### config.mk
export PLATFORM = sky130hd
export DESIGN_NAME = ltg_core_end_flat
export DESIGN_NICKNAME = d
export VERILOG_FILES = /design/src/pkg/ltg_pkg.sv /design/src/pkg/ltg_link_if.sv /design/src/rtl/ltg_core_end.sv /design/src/flat_wrapper.sv
export SDC_FILE = /design/constraint.sdc
export NUM_CORES = 1
export LEC_CHECK = 0
export ABC_AREA = 1
export BUFFER_PORTS_ARGS = -buffer_cell sky130_fd_sc_hd__buf_2
export CAP_MARGIN = 20
export CORE_AREA = 4 4 232 234
export CTS_CLUSTER_SIZE = 40
export DETAILED_ROUTE_END_ITERATION = 16
export DIE_AREA = 0 0 236 238
export GPL_TIMING_DRIVEN = 1
export PLACE_DENSITY = 0.49
export SLEW_MARGIN = 25
export SYNTH_ARGS = -nofsm -noshare
export SYNTH_HDL_FRONTEND = slang
export SYNTH_SLANG_ARGS = --single-unit
### constraint.sdc
create_clock -name ref_clk -period 1.7 [get_ports ref_clk]
set_input_delay 0.085 -clock ref_clk [delete_from_list [all_inputs] [get_ports ref_clk]]
set_output_delay 0.085 -clock ref_clk [all_outputs]
set_load 0.01 [all_outputs]
### src/pkg/ltg_pkg.sv
// Notes on behaviour
// - request valid and data held until ready
// - pause field bits 0-7, wait field+1
// - request is 7 zeros, stop bit, pause
// - core raises ready when it accepts request
// - control-block valid only after configured gap
// - block number counts from zero up to 8
// - word is 4 zeros, block number, data
// - core readies control block when it can take
// - expected frame data from lfsr per beat
// - frame starts on valid; keep only on last
// - register data, compare, count mismatches 8-bit
// - data error counter saturates at 255
// - reset clears the error counter
// - end-of-frame marker raised only together with valid
// - streaming compares only while valid
// - flow message lfsr check, own 8-bit counter
// - message keep valid on last word only
// - control-block mismatch bumps own 8-bit counter
// - control-block compare only while valid
// - received block is 4 zeros, number, data
// - flow fsm waits, on, then off via ready
package ltg_pkg;
  localparam int LANES = 1;
  localparam int DATA_W = 64 * LANES;
  localparam int KEEP_W = 8 * LANES;
  localparam int FC_W = 16;
  localparam int ERR_W = 8;
  localparam logic [ERR_W-1:0] ERR_MAX = 8'hff;
  localparam logic [ERR_W-1:0] ERR_RESET = 8'h00;
  localparam int BLK_NUM_W = 4;
  localparam int KDATA_W = 56 * LANES;
  localparam logic [BLK_NUM_W-1:0] BLK_LAST = 4'h8;
  localparam logic [3:0] BLK_PAD = 4'h0;
  localparam logic [6:0] FC_PAD = 7'h00;
  localparam logic [7:0] FC_PAUSE = 8'h0f;
  localparam logic [7:0] FC_ON_GAP = 8'h40;
  localparam logic [7:0] FC_OFF_GAP = 8'h40;
  localparam logic [15:0] CTRL_GAP_DEFAULT = 16'h0020;
  localparam logic [KDATA_W-1:0] KDATA_CONST = 56'ha5c3_5a3c_0f1e_2d;
  localparam logic [15:0] LFSR_SEED = 16'habe0;
  localparam logic [15:0] UFC_SEED = 16'h1d2b;

  typedef enum logic [1:0] {LTG_FC_WAIT, LTG_FC_ON, LTG_FC_OFF} ltg_fc_type;

  function automatic logic [15:0] ltg_lfsr_step(input logic [15:0] s);
    return {s[14:0], s[15] ^ s[14] ^ s[12] ^ s[3]};
  endfunction

  function automatic logic [DATA_W-1:0] ltg_expand(input logic [15:0] s);
    return {LANES * 4{s}};
  endfunction

  function automatic logic [ERR_W-1:0] ltg_sat_inc(input logic [ERR_W-1:0] c);
    return (c == ERR_MAX) ? c : ERR_W'(c + 8'h01);
  endfunction

  function automatic logic [DATA_W-1:0] ltg_kword(input logic [BLK_NUM_W-1:0] n);
    return {BLK_PAD, n, KDATA_CONST};
  endfunction
endpackage

### src/pkg/ltg_link_if.sv
`timescale 1ns/1ps
`default_nettype none
interface ltg_link_if;
  import ltg_pkg::*;
  logic [FC_W-1:0] fc_tdata;
  logic fc_tvalid;
  logic fc_tready;
  logic [DATA_W-1:0] k_tx_tdata;
  logic k_tx_tvalid;
  logic k_tx_tready;
  logic [DATA_W-1:0] rx_tdata;
  logic [KEEP_W-1:0] rx_tkeep;
  logic rx_tvalid;
  logic rx_tlast;
  logic [DATA_W-1:0] ufc_rx_tdata;
  logic [KEEP_W-1:0] ufc_rx_tkeep;
  logic ufc_rx_tvalid;
  logic ufc_rx_tlast;
  logic [DATA_W-1:0] k_rx_tdata;
  logic k_rx_tvalid;
  logic channel_up;
  modport gen_chk (
    output fc_tdata, fc_tvalid, k_tx_tdata, k_tx_tvalid,
    input fc_tready, k_tx_tready, rx_tdata, rx_tkeep, rx_tvalid, rx_tlast,
    input ufc_rx_tdata, ufc_rx_tkeep, ufc_rx_tvalid, ufc_rx_tlast,
    input k_rx_tdata, k_rx_tvalid, channel_up
  );
  modport core (
    input fc_tdata, fc_tvalid, k_tx_tdata, k_tx_tvalid,
    output fc_tready, k_tx_tready, rx_tdata, rx_tkeep, rx_tvalid, rx_tlast,
    output ufc_rx_tdata, ufc_rx_tkeep, ufc_rx_tvalid, ufc_rx_tlast,
    output k_rx_tdata, k_rx_tvalid, channel_up
  );
endinterface
`default_nettype wire

### src/rtl/ltg_core_end.sv
`timescale 1ns/1ps
`default_nettype none
module ltg_core_end
  import ltg_pkg::*;
(
  input wire logic ref_clk,
  input wire logic rst_b,
  ltg_link_if.core lnk,
  input wire logic up,
  input wire logic fc_ready,
  input wire logic k_ready,
  input wire logic [DATA_W-1:0] rx_data,
  input wire logic [KEEP_W-1:0] rx_keep,
  input wire logic rx_valid,
  input wire logic rx_last,
  input wire logic [DATA_W-1:0] ufc_data,
  input wire logic [KEEP_W-1:0] ufc_keep,
  input wire logic ufc_valid,
  input wire logic ufc_last,
  input wire logic [DATA_W-1:0] k_data,
  input wire logic k_valid,
  output logic [FC_W-1:0] fc_taken,
  output logic fc_taken_valid,
  output logic [DATA_W-1:0] k_taken,
  output logic k_taken_valid
);
  // =====================================================
  // core-side drivers, registered; fc_tready and k_tx_tready are combinational
  always_ff @(posedge ref_clk or negedge rst_b) begin
    if (!rst_b) begin
      lnk.channel_up <= 1'b0;
      lnk.rx_tdata <= '0;
      lnk.rx_tkeep <= '0;
      lnk.rx_tvalid <= 1'b0;
      lnk.rx_tlast <= 1'b0;
      lnk.ufc_rx_tdata <= '0;
      lnk.ufc_rx_tkeep <= '0;
      lnk.ufc_rx_tvalid <= 1'b0;
      lnk.ufc_rx_tlast <= 1'b0;
      lnk.k_rx_tdata <= '0;
      lnk.k_rx_tvalid <= 1'b0;
    end else begin
      lnk.channel_up <= up;
      lnk.rx_tdata <= rx_data;
      lnk.rx_tkeep <= rx_last ? rx_keep : '0;
      lnk.rx_tvalid <= rx_valid;
      lnk.rx_tlast <= rx_valid && rx_last;
      lnk.ufc_rx_tdata <= ufc_data;
      lnk.ufc_rx_tkeep <= ufc_last ? ufc_keep : '0;
      lnk.ufc_rx_tvalid <= ufc_valid;
      lnk.ufc_rx_tlast <= ufc_valid && ufc_last;
      lnk.k_rx_tdata <= {BLK_PAD, k_data[KDATA_W +: BLK_NUM_W], k_data[KDATA_W-1:0]};
      lnk.k_rx_tvalid <= k_valid;
    end
  end

  assign lnk.fc_tready = fc_ready && lnk.fc_tvalid;
  assign lnk.k_tx_tready = k_ready;

  always_ff @(posedge ref_clk or negedge rst_b) begin
    if (!rst_b) begin
      fc_taken <= '0;
      fc_taken_valid <= 1'b0;
      k_taken <= '0;
      k_taken_valid <= 1'b0;
    end else begin
      fc_taken_valid <= lnk.fc_tvalid && lnk.fc_tready;
      if (lnk.fc_tvalid && lnk.fc_tready) begin
        fc_taken <= lnk.fc_tdata;
      end
      k_taken_valid <= lnk.k_tx_tvalid && k_ready;
      if (lnk.k_tx_tvalid && k_ready) begin
        k_taken <= lnk.k_tx_tdata;
      end
    end
  end
endmodule
`default_nettype wire

### src/flat_wrapper.sv
// flat-port wrapper written by rule: the top's interface ports become plain ports
module ltg_core_end_flat import ltg_pkg::*;
  (ref_clk, rst_b, up, fc_ready, k_ready, rx_data, rx_keep, rx_valid, rx_last, ufc_data, ufc_keep, ufc_valid, ufc_last, k_data, k_valid, fc_taken, fc_taken_valid, k_taken, k_taken_valid, lnk_fc_tdata, lnk_fc_tvalid, lnk_k_tx_tdata, lnk_k_tx_tvalid, lnk_fc_tready, lnk_k_tx_tready, lnk_rx_tdata, lnk_rx_tkeep, lnk_rx_tvalid, lnk_rx_tlast, lnk_ufc_rx_tdata, lnk_ufc_rx_tkeep, lnk_ufc_rx_tvalid, lnk_ufc_rx_tlast, lnk_k_rx_tdata, lnk_k_rx_tvalid, lnk_channel_up);
  ltg_link_if lnk_i ();
  input wire logic ref_clk;
  input wire logic rst_b;
  input wire logic up;
  input wire logic fc_ready;
  input wire logic k_ready;
  input wire logic [DATA_W-1:0] rx_data;
  input wire logic [KEEP_W-1:0] rx_keep;
  input wire logic rx_valid;
  input wire logic rx_last;
  input wire logic [DATA_W-1:0] ufc_data;
  input wire logic [KEEP_W-1:0] ufc_keep;
  input wire logic ufc_valid;
  input wire logic ufc_last;
  input wire logic [DATA_W-1:0] k_data;
  input wire logic k_valid;
  output logic [FC_W-1:0] fc_taken;
  output logic fc_taken_valid;
  output logic [DATA_W-1:0] k_taken;
  output logic k_taken_valid;
  input wire logic [$bits(lnk_i.fc_tdata)-1:0] lnk_fc_tdata;
  input wire logic [$bits(lnk_i.fc_tvalid)-1:0] lnk_fc_tvalid;
  input wire logic [$bits(lnk_i.k_tx_tdata)-1:0] lnk_k_tx_tdata;
  input wire logic [$bits(lnk_i.k_tx_tvalid)-1:0] lnk_k_tx_tvalid;
  output wire logic [$bits(lnk_i.fc_tready)-1:0] lnk_fc_tready;
  output wire logic [$bits(lnk_i.k_tx_tready)-1:0] lnk_k_tx_tready;
  output wire logic [$bits(lnk_i.rx_tdata)-1:0] lnk_rx_tdata;
  output wire logic [$bits(lnk_i.rx_tkeep)-1:0] lnk_rx_tkeep;
  output wire logic [$bits(lnk_i.rx_tvalid)-1:0] lnk_rx_tvalid;
  output wire logic [$bits(lnk_i.rx_tlast)-1:0] lnk_rx_tlast;
  output wire logic [$bits(lnk_i.ufc_rx_tdata)-1:0] lnk_ufc_rx_tdata;
  output wire logic [$bits(lnk_i.ufc_rx_tkeep)-1:0] lnk_ufc_rx_tkeep;
  output wire logic [$bits(lnk_i.ufc_rx_tvalid)-1:0] lnk_ufc_rx_tvalid;
  output wire logic [$bits(lnk_i.ufc_rx_tlast)-1:0] lnk_ufc_rx_tlast;
  output wire logic [$bits(lnk_i.k_rx_tdata)-1:0] lnk_k_rx_tdata;
  output wire logic [$bits(lnk_i.k_rx_tvalid)-1:0] lnk_k_rx_tvalid;
  output wire logic [$bits(lnk_i.channel_up)-1:0] lnk_channel_up;
  assign lnk_i.fc_tdata = lnk_fc_tdata;
  assign lnk_i.fc_tvalid = lnk_fc_tvalid;
  assign lnk_i.k_tx_tdata = lnk_k_tx_tdata;
  assign lnk_i.k_tx_tvalid = lnk_k_tx_tvalid;
  assign lnk_fc_tready = lnk_i.fc_tready;
  assign lnk_k_tx_tready = lnk_i.k_tx_tready;
  assign lnk_rx_tdata = lnk_i.rx_tdata;
  assign lnk_rx_tkeep = lnk_i.rx_tkeep;
  assign lnk_rx_tvalid = lnk_i.rx_tvalid;
  assign lnk_rx_tlast = lnk_i.rx_tlast;
  assign lnk_ufc_rx_tdata = lnk_i.ufc_rx_tdata;
  assign lnk_ufc_rx_tkeep = lnk_i.ufc_rx_tkeep;
  assign lnk_ufc_rx_tvalid = lnk_i.ufc_rx_tvalid;
  assign lnk_ufc_rx_tlast = lnk_i.ufc_rx_tlast;
  assign lnk_k_rx_tdata = lnk_i.k_rx_tdata;
  assign lnk_k_rx_tvalid = lnk_i.k_rx_tvalid;
  assign lnk_channel_up = lnk_i.channel_up;
  ltg_core_end u_core (.ref_clk(ref_clk), .rst_b(rst_b), .lnk(lnk_i), .up(up), .fc_ready(fc_ready), .k_ready(k_ready), .rx_data(rx_data), .rx_keep(rx_keep), .rx_valid(rx_valid), .rx_last(rx_last), .ufc_data(ufc_data), .ufc_keep(ufc_keep), .ufc_valid(ufc_valid), .ufc_last(ufc_last), .k_data(k_data), .k_valid(k_valid), .fc_taken(fc_taken), .fc_taken_valid(fc_taken_valid), .k_taken(k_taken), .k_taken_valid(k_taken_valid));
endmodule
# After elaboration in Yosys (flattened, before gate mapping)
# Index checks and enable logic that the tools add are counted.
[totals] ff_bits=292 input_bits=300 output_inout_bits=298
[op_classes] n_mux=2 n_reduce_logical=5
[op_table] operator="2-to-1 mux 8 bit" count=2
[op_table] operator="logical AND 1 bit" count=5

# Depth between registers and ports, before layout
[logic_depth] ltp_word=2 ltp_mapped=5

# Least setup slack after synthesis
# OpenSTA, ideal clock, no wires.
[synth_timing] path_kind="input-to-reg" start="input lnk_fc_tvalid" end="register u_core.fc_taken_valid" t_arrival_ns=0.539 t_required_ns=1.568 path_slack_ns=1.029 path_stages=4 n_path_buf=2 cell_sequence="buf_4 nand2_4 buf_4 inv_1"
[synth_via] elab_chain_cells=2
[synth_rtl] item="from (decl)" line="flat_wrapper.sv:25" rtl="input wire logic [$bits(lnk_i.fc_tvalid)-1:0] lnk_fc_tvalid;"
[synth_rtl] item="logical AND 1 bit" line="ltg_core_end.sv:57" rtl="assign lnk.fc_tready = fc_ready && lnk.fc_tvalid;"
[synth_rtl] item="via lnk_fc_tready" line="flat_wrapper.sv:28" rtl="output wire logic [$bits(lnk_i.fc_tready)-1:0] lnk_fc_tready;"
[synth_rtl] item="logical AND 1 bit" line="ltg_core_end.sv:67" rtl="fc_taken_valid <= lnk.fc_tvalid && lnk.fc_tready;"
[synth_rtl] item="to (signal assigned)" line="ltg_core_end.sv:67"
[synth_rtl] item="to (decl)" line="ltg_core_end.sv:23" rtl="output logic fc_taken_valid,"
# The timed path passes the listed nets, and every way through them passes these cells.
# A chain may end at the register's enable or synchronous reset.

# Worst setup path in the final report
[layout_timing] start="register u_core.lnk.k_rx_tdata[17]" end="output lnk_k_rx_tdata[17]"
[layout_lines] item="from (decl)" line="ltg_link_if.sv:32" rtl="output k_rx_tdata, k_rx_tvalid, channel_up"
[layout_lines] item="from (signal assigned)" line="ltg_core_end.sv:52" rtl="lnk.k_rx_tdata <= {BLK_PAD, k_data[KDATA_W +: BLK_NUM_W], k_data[KDATA_W-1:0]};"
[layout_lines] item="to (decl)" line="flat_wrapper.sv:38" rtl="output wire logic [$bits(lnk_i.k_rx_tdata)-1:0] lnk_k_rx_tdata;"
# No word-level cell between the ends.

==> results.sh <==
export IMPL_status="complete, no violations"
export IMPL_avgRoutedWirePerCell_um=15.5
export IMPL_cp_slowest_stage_delay_ns=0.43
export IMPL_seq_area_frac_synth=0.836
export IMPL_seq_power_share=0.450
export IMPL_post_route_drc_count=0
export IMPL_via_per_inst=3.62
export IMPL_final_area_mm2=0.0169
export IMPL_path_buf_inv=1
export IMPL_layout_cells_non_filler=2270
export IMPL_required_ns=1.62
export IMPL_synth_edf_count=0
export IMPL_use_met3=0.0457
export IMPL_die_h_um=238
export IMPL_path_class="reg2out"
export IMPL_htree_levels=2
export IMPL_power_switching_mw=4.21
export IMPL_cts_resized_gates=0
export IMPL_syn_inst=606
export IMPL_die_area_mm2=0.0562
export IMPL_swShare=0.247
export IMPL_grt_pass1_vias=9075
export IMPL_internal_power_mw=12.8
export IMPL_path_max_fanout=1
export IMPL_critPathSlowestCell="dfrtp_1"
export IMPL_peakVddDrop_mv=0.713
export IMPL_ant_nets=0
export IMPL_synthTopCellsByArea="dfrtp_1, nand2_1, nand3_1"
export IMPL_hp_class="in2async"
export IMPL_synth_cell_types=10
export IMPL_async_flop_share=1.00
export IMPL_antenna_found_initial=10
export IMPL_rsz0062_at_grt="no"
export IMPL_place_ws_ns=0.601
export IMPL_dr_total_vias=8211
export IMPL_hold_viol_final=0
export IMPL_leakage_nw=8.72
export IMPL_wl_mm=35.2
export IMPL_max_clock_freq_mhz=818
export IMPL_drive_above_1_share=0.421
export IMPL_path_cells="buf_2"
export IMPL_pwr_share_comb=0.140
export IMPL_gr_total_overflow=0
export IMPL_fp_dieW_um=236
export IMPL_crit_family="flip-flops"
export IMPL_top_usage_layer="met2"
export IMPL_worst_setup_path_start_kind="flop"
export IMPL_cts_tree="yes"
export IMPL_synthTopCellsByCount="dfrtp_1, nand2_1, nand3_1"
export IMPL_grt_max_degree=66
export IMPL_grt_first_pass_wirelength_mm=53.0
export IMPL_clockPowerShare=0.410
export IMPL_clock_sinks=292
export IMPL_met2_usage=0.211
export IMPL_clkSlewWorstSetupHoldPaths_ns=0.06
export IMPL_endpoint_kind="output pin"
export IMPL_yosys_area_top_type="dfrtp_1"
export IMPL_place_area_mm2=0.0125
export IMPL_maxCapViolCount=0
export IMPL_first_pass_iters=5
export IMPL_port_buffers=589
export IMPL_fin_crit_sh=0.719
export IMPL_ys_warn_count=0
export IMPL_layout_min_cycle_time_ns=1.22
export IMPL_synth_area_mm2=0.00874
export IMPL_gr_usage_met1=0.134
export IMPL_power_mw=17.0
export IMPL_core_area_mm2=0.0520
export IMPL_ys_flop_type="dfrtp_1"
export IMPL_routabilityCongestion=0.845
export IMPL_clock_latency_ns=0.51
export IMPL_clock_path_buffers=3
export IMPL_start_util=0.168
export IMPL_final_nets=1853
export IMPL_placedCellCount=1874
export IMPL_slew_violations=0
export IMPL_avgSynthCellArea_um2=14.4
export IMPL_arrival_ns=1.14
export IMPL_root_buffer="clkbuf_16"
export IMPL_grt_util_all_layers=0.121
export IMPL_setup_viol=0
export IMPL_cts_made_buffers=34
export IMPL_dp_hpwl_mm=24.8
export IMPL_ys_ff_latch=292
export IMPL_finalSetupTns_ns=0
export IMPL_power_density_mw_per_mm2=1010
export IMPL_synthToLayoutAreaGrowth_pct=93.4
export IMPL_rows=84
export IMPL_io_pins=598
export IMPL_yosysTopAreaCellShare=0.836
export IMPL_setup_ws_ns=0.478
export IMPL_finClkSkew_ns=0
export IMPL_yosysMostFrequentCell="dfrtp_1"
export IMPL_first_iter_violations=225
## flip-flops by register name, indices dropped and copies added, names as in the netlist
name	count
u_core.fc_taken	16
u_core.fc_taken_valid	1
u_core.k_taken	64
u_core.k_taken_valid	1
u_core.lnk.channel_up	1
u_core.lnk.k_rx_tdata	60
u_core.lnk.k_rx_tvalid	1
u_core.lnk.rx_tdata	64
u_core.lnk.rx_tkeep	8
u_core.lnk.rx_tlast	1
u_core.lnk.rx_tvalid	1
u_core.lnk.ufc_rx_tdata	64
u_core.lnk.ufc_rx_tkeep	8
u_core.lnk.ufc_rx_tlast	1
u_core.lnk.ufc_rx_tvalid	1
## layer usage
layer,wire length [um],share of wire
met1,13000,0.37
met5,21,0.00060
met4,1320,0.037
met2,17700,0.50
met3,3160,0.090
## cells in the final DEF (no fill, tap or decap)
cell,instances
clkbuf_16,35
buf_8,1
clkinv_8,2
conb_1,4
clkbuf_8,8
nand3_1,80
buf_12,3
nand2_2,1
dfrtp_1,292
inv_1,20
buf_4,18
nand2_4,1
buf_2,588
clkbuf_1,7
dlygate4sd3_1,331
nand2_1,178
clkinv_2,7
diode_2,6
## area by class of cell
type / instances / area (um2)
fillers: 5197 / 35100
flip-flops and latches: 292 / 7310
repair buffers: 941 / 6470
multi-input cells: 264 / 1100
clock buffers: 50 / 1010
well taps: 688 / 861
inverters: 20 / 75.1
clock inverters: 9 / 67.6
diodes: 6 / 15.0
## power by group through the flow
stage          Combinational, mW  Sequential [mW]  Clock (mW)
2_1_floorplan              0.346             8.02           0
3_3_place_gp                1.80             7.75           0
3_5_place_dp                1.80             7.76           0
4_1_cts                     2.40             7.65        7.26
5_1_grt                     2.61             7.70        7.51
6_report                    2.38             7.65        6.97
## cells by family (layout without fill, tap and decap cells)
family,count (synthesis),after routing,share of synthesized area
flops,292,292,0.836
buf+inv,53,1020,0.0398
other cells,1,10,0.000429
simple gates,260,260,0.124
## final timing paths
kind	cells after the start	start	endpoint	slack, ns
max	1	u_core.lnk.k_rx_tdata[17]	lnk_k_rx_tdata[17]	0.48
min	2	rst_b	u_core.lnk.rx_tdata[48]	0.09
max reg2reg	2	u_core.k_taken[52]	u_core.k_taken[52]	1.07
min reg2reg	2	u_core.k_taken[9]	u_core.k_taken[9]	0.46
max in group asynchronous	3	rst_b	u_core.fc_taken[1]	0.86
min in group ref_clk	4	lnk_fc_tvalid	u_core.fc_taken[14]	0.11
## through the flow
step,hold slack [ns],utilization
global route,0.0900,0.325
global placement,0.0534,0.240
floorplan,-0.211,-
detailed placement,0.0517,0.240
finish,0.0888,0.325
CTS,0.0520,0.325
## repair_timing
action / in CTS / in global routing
hold endpoints to repair: 582 / 0
setup buffers: 0 / 0
hold buffers: 331 / 0
No activity file was read; power rests on OpenSTA's default activity.
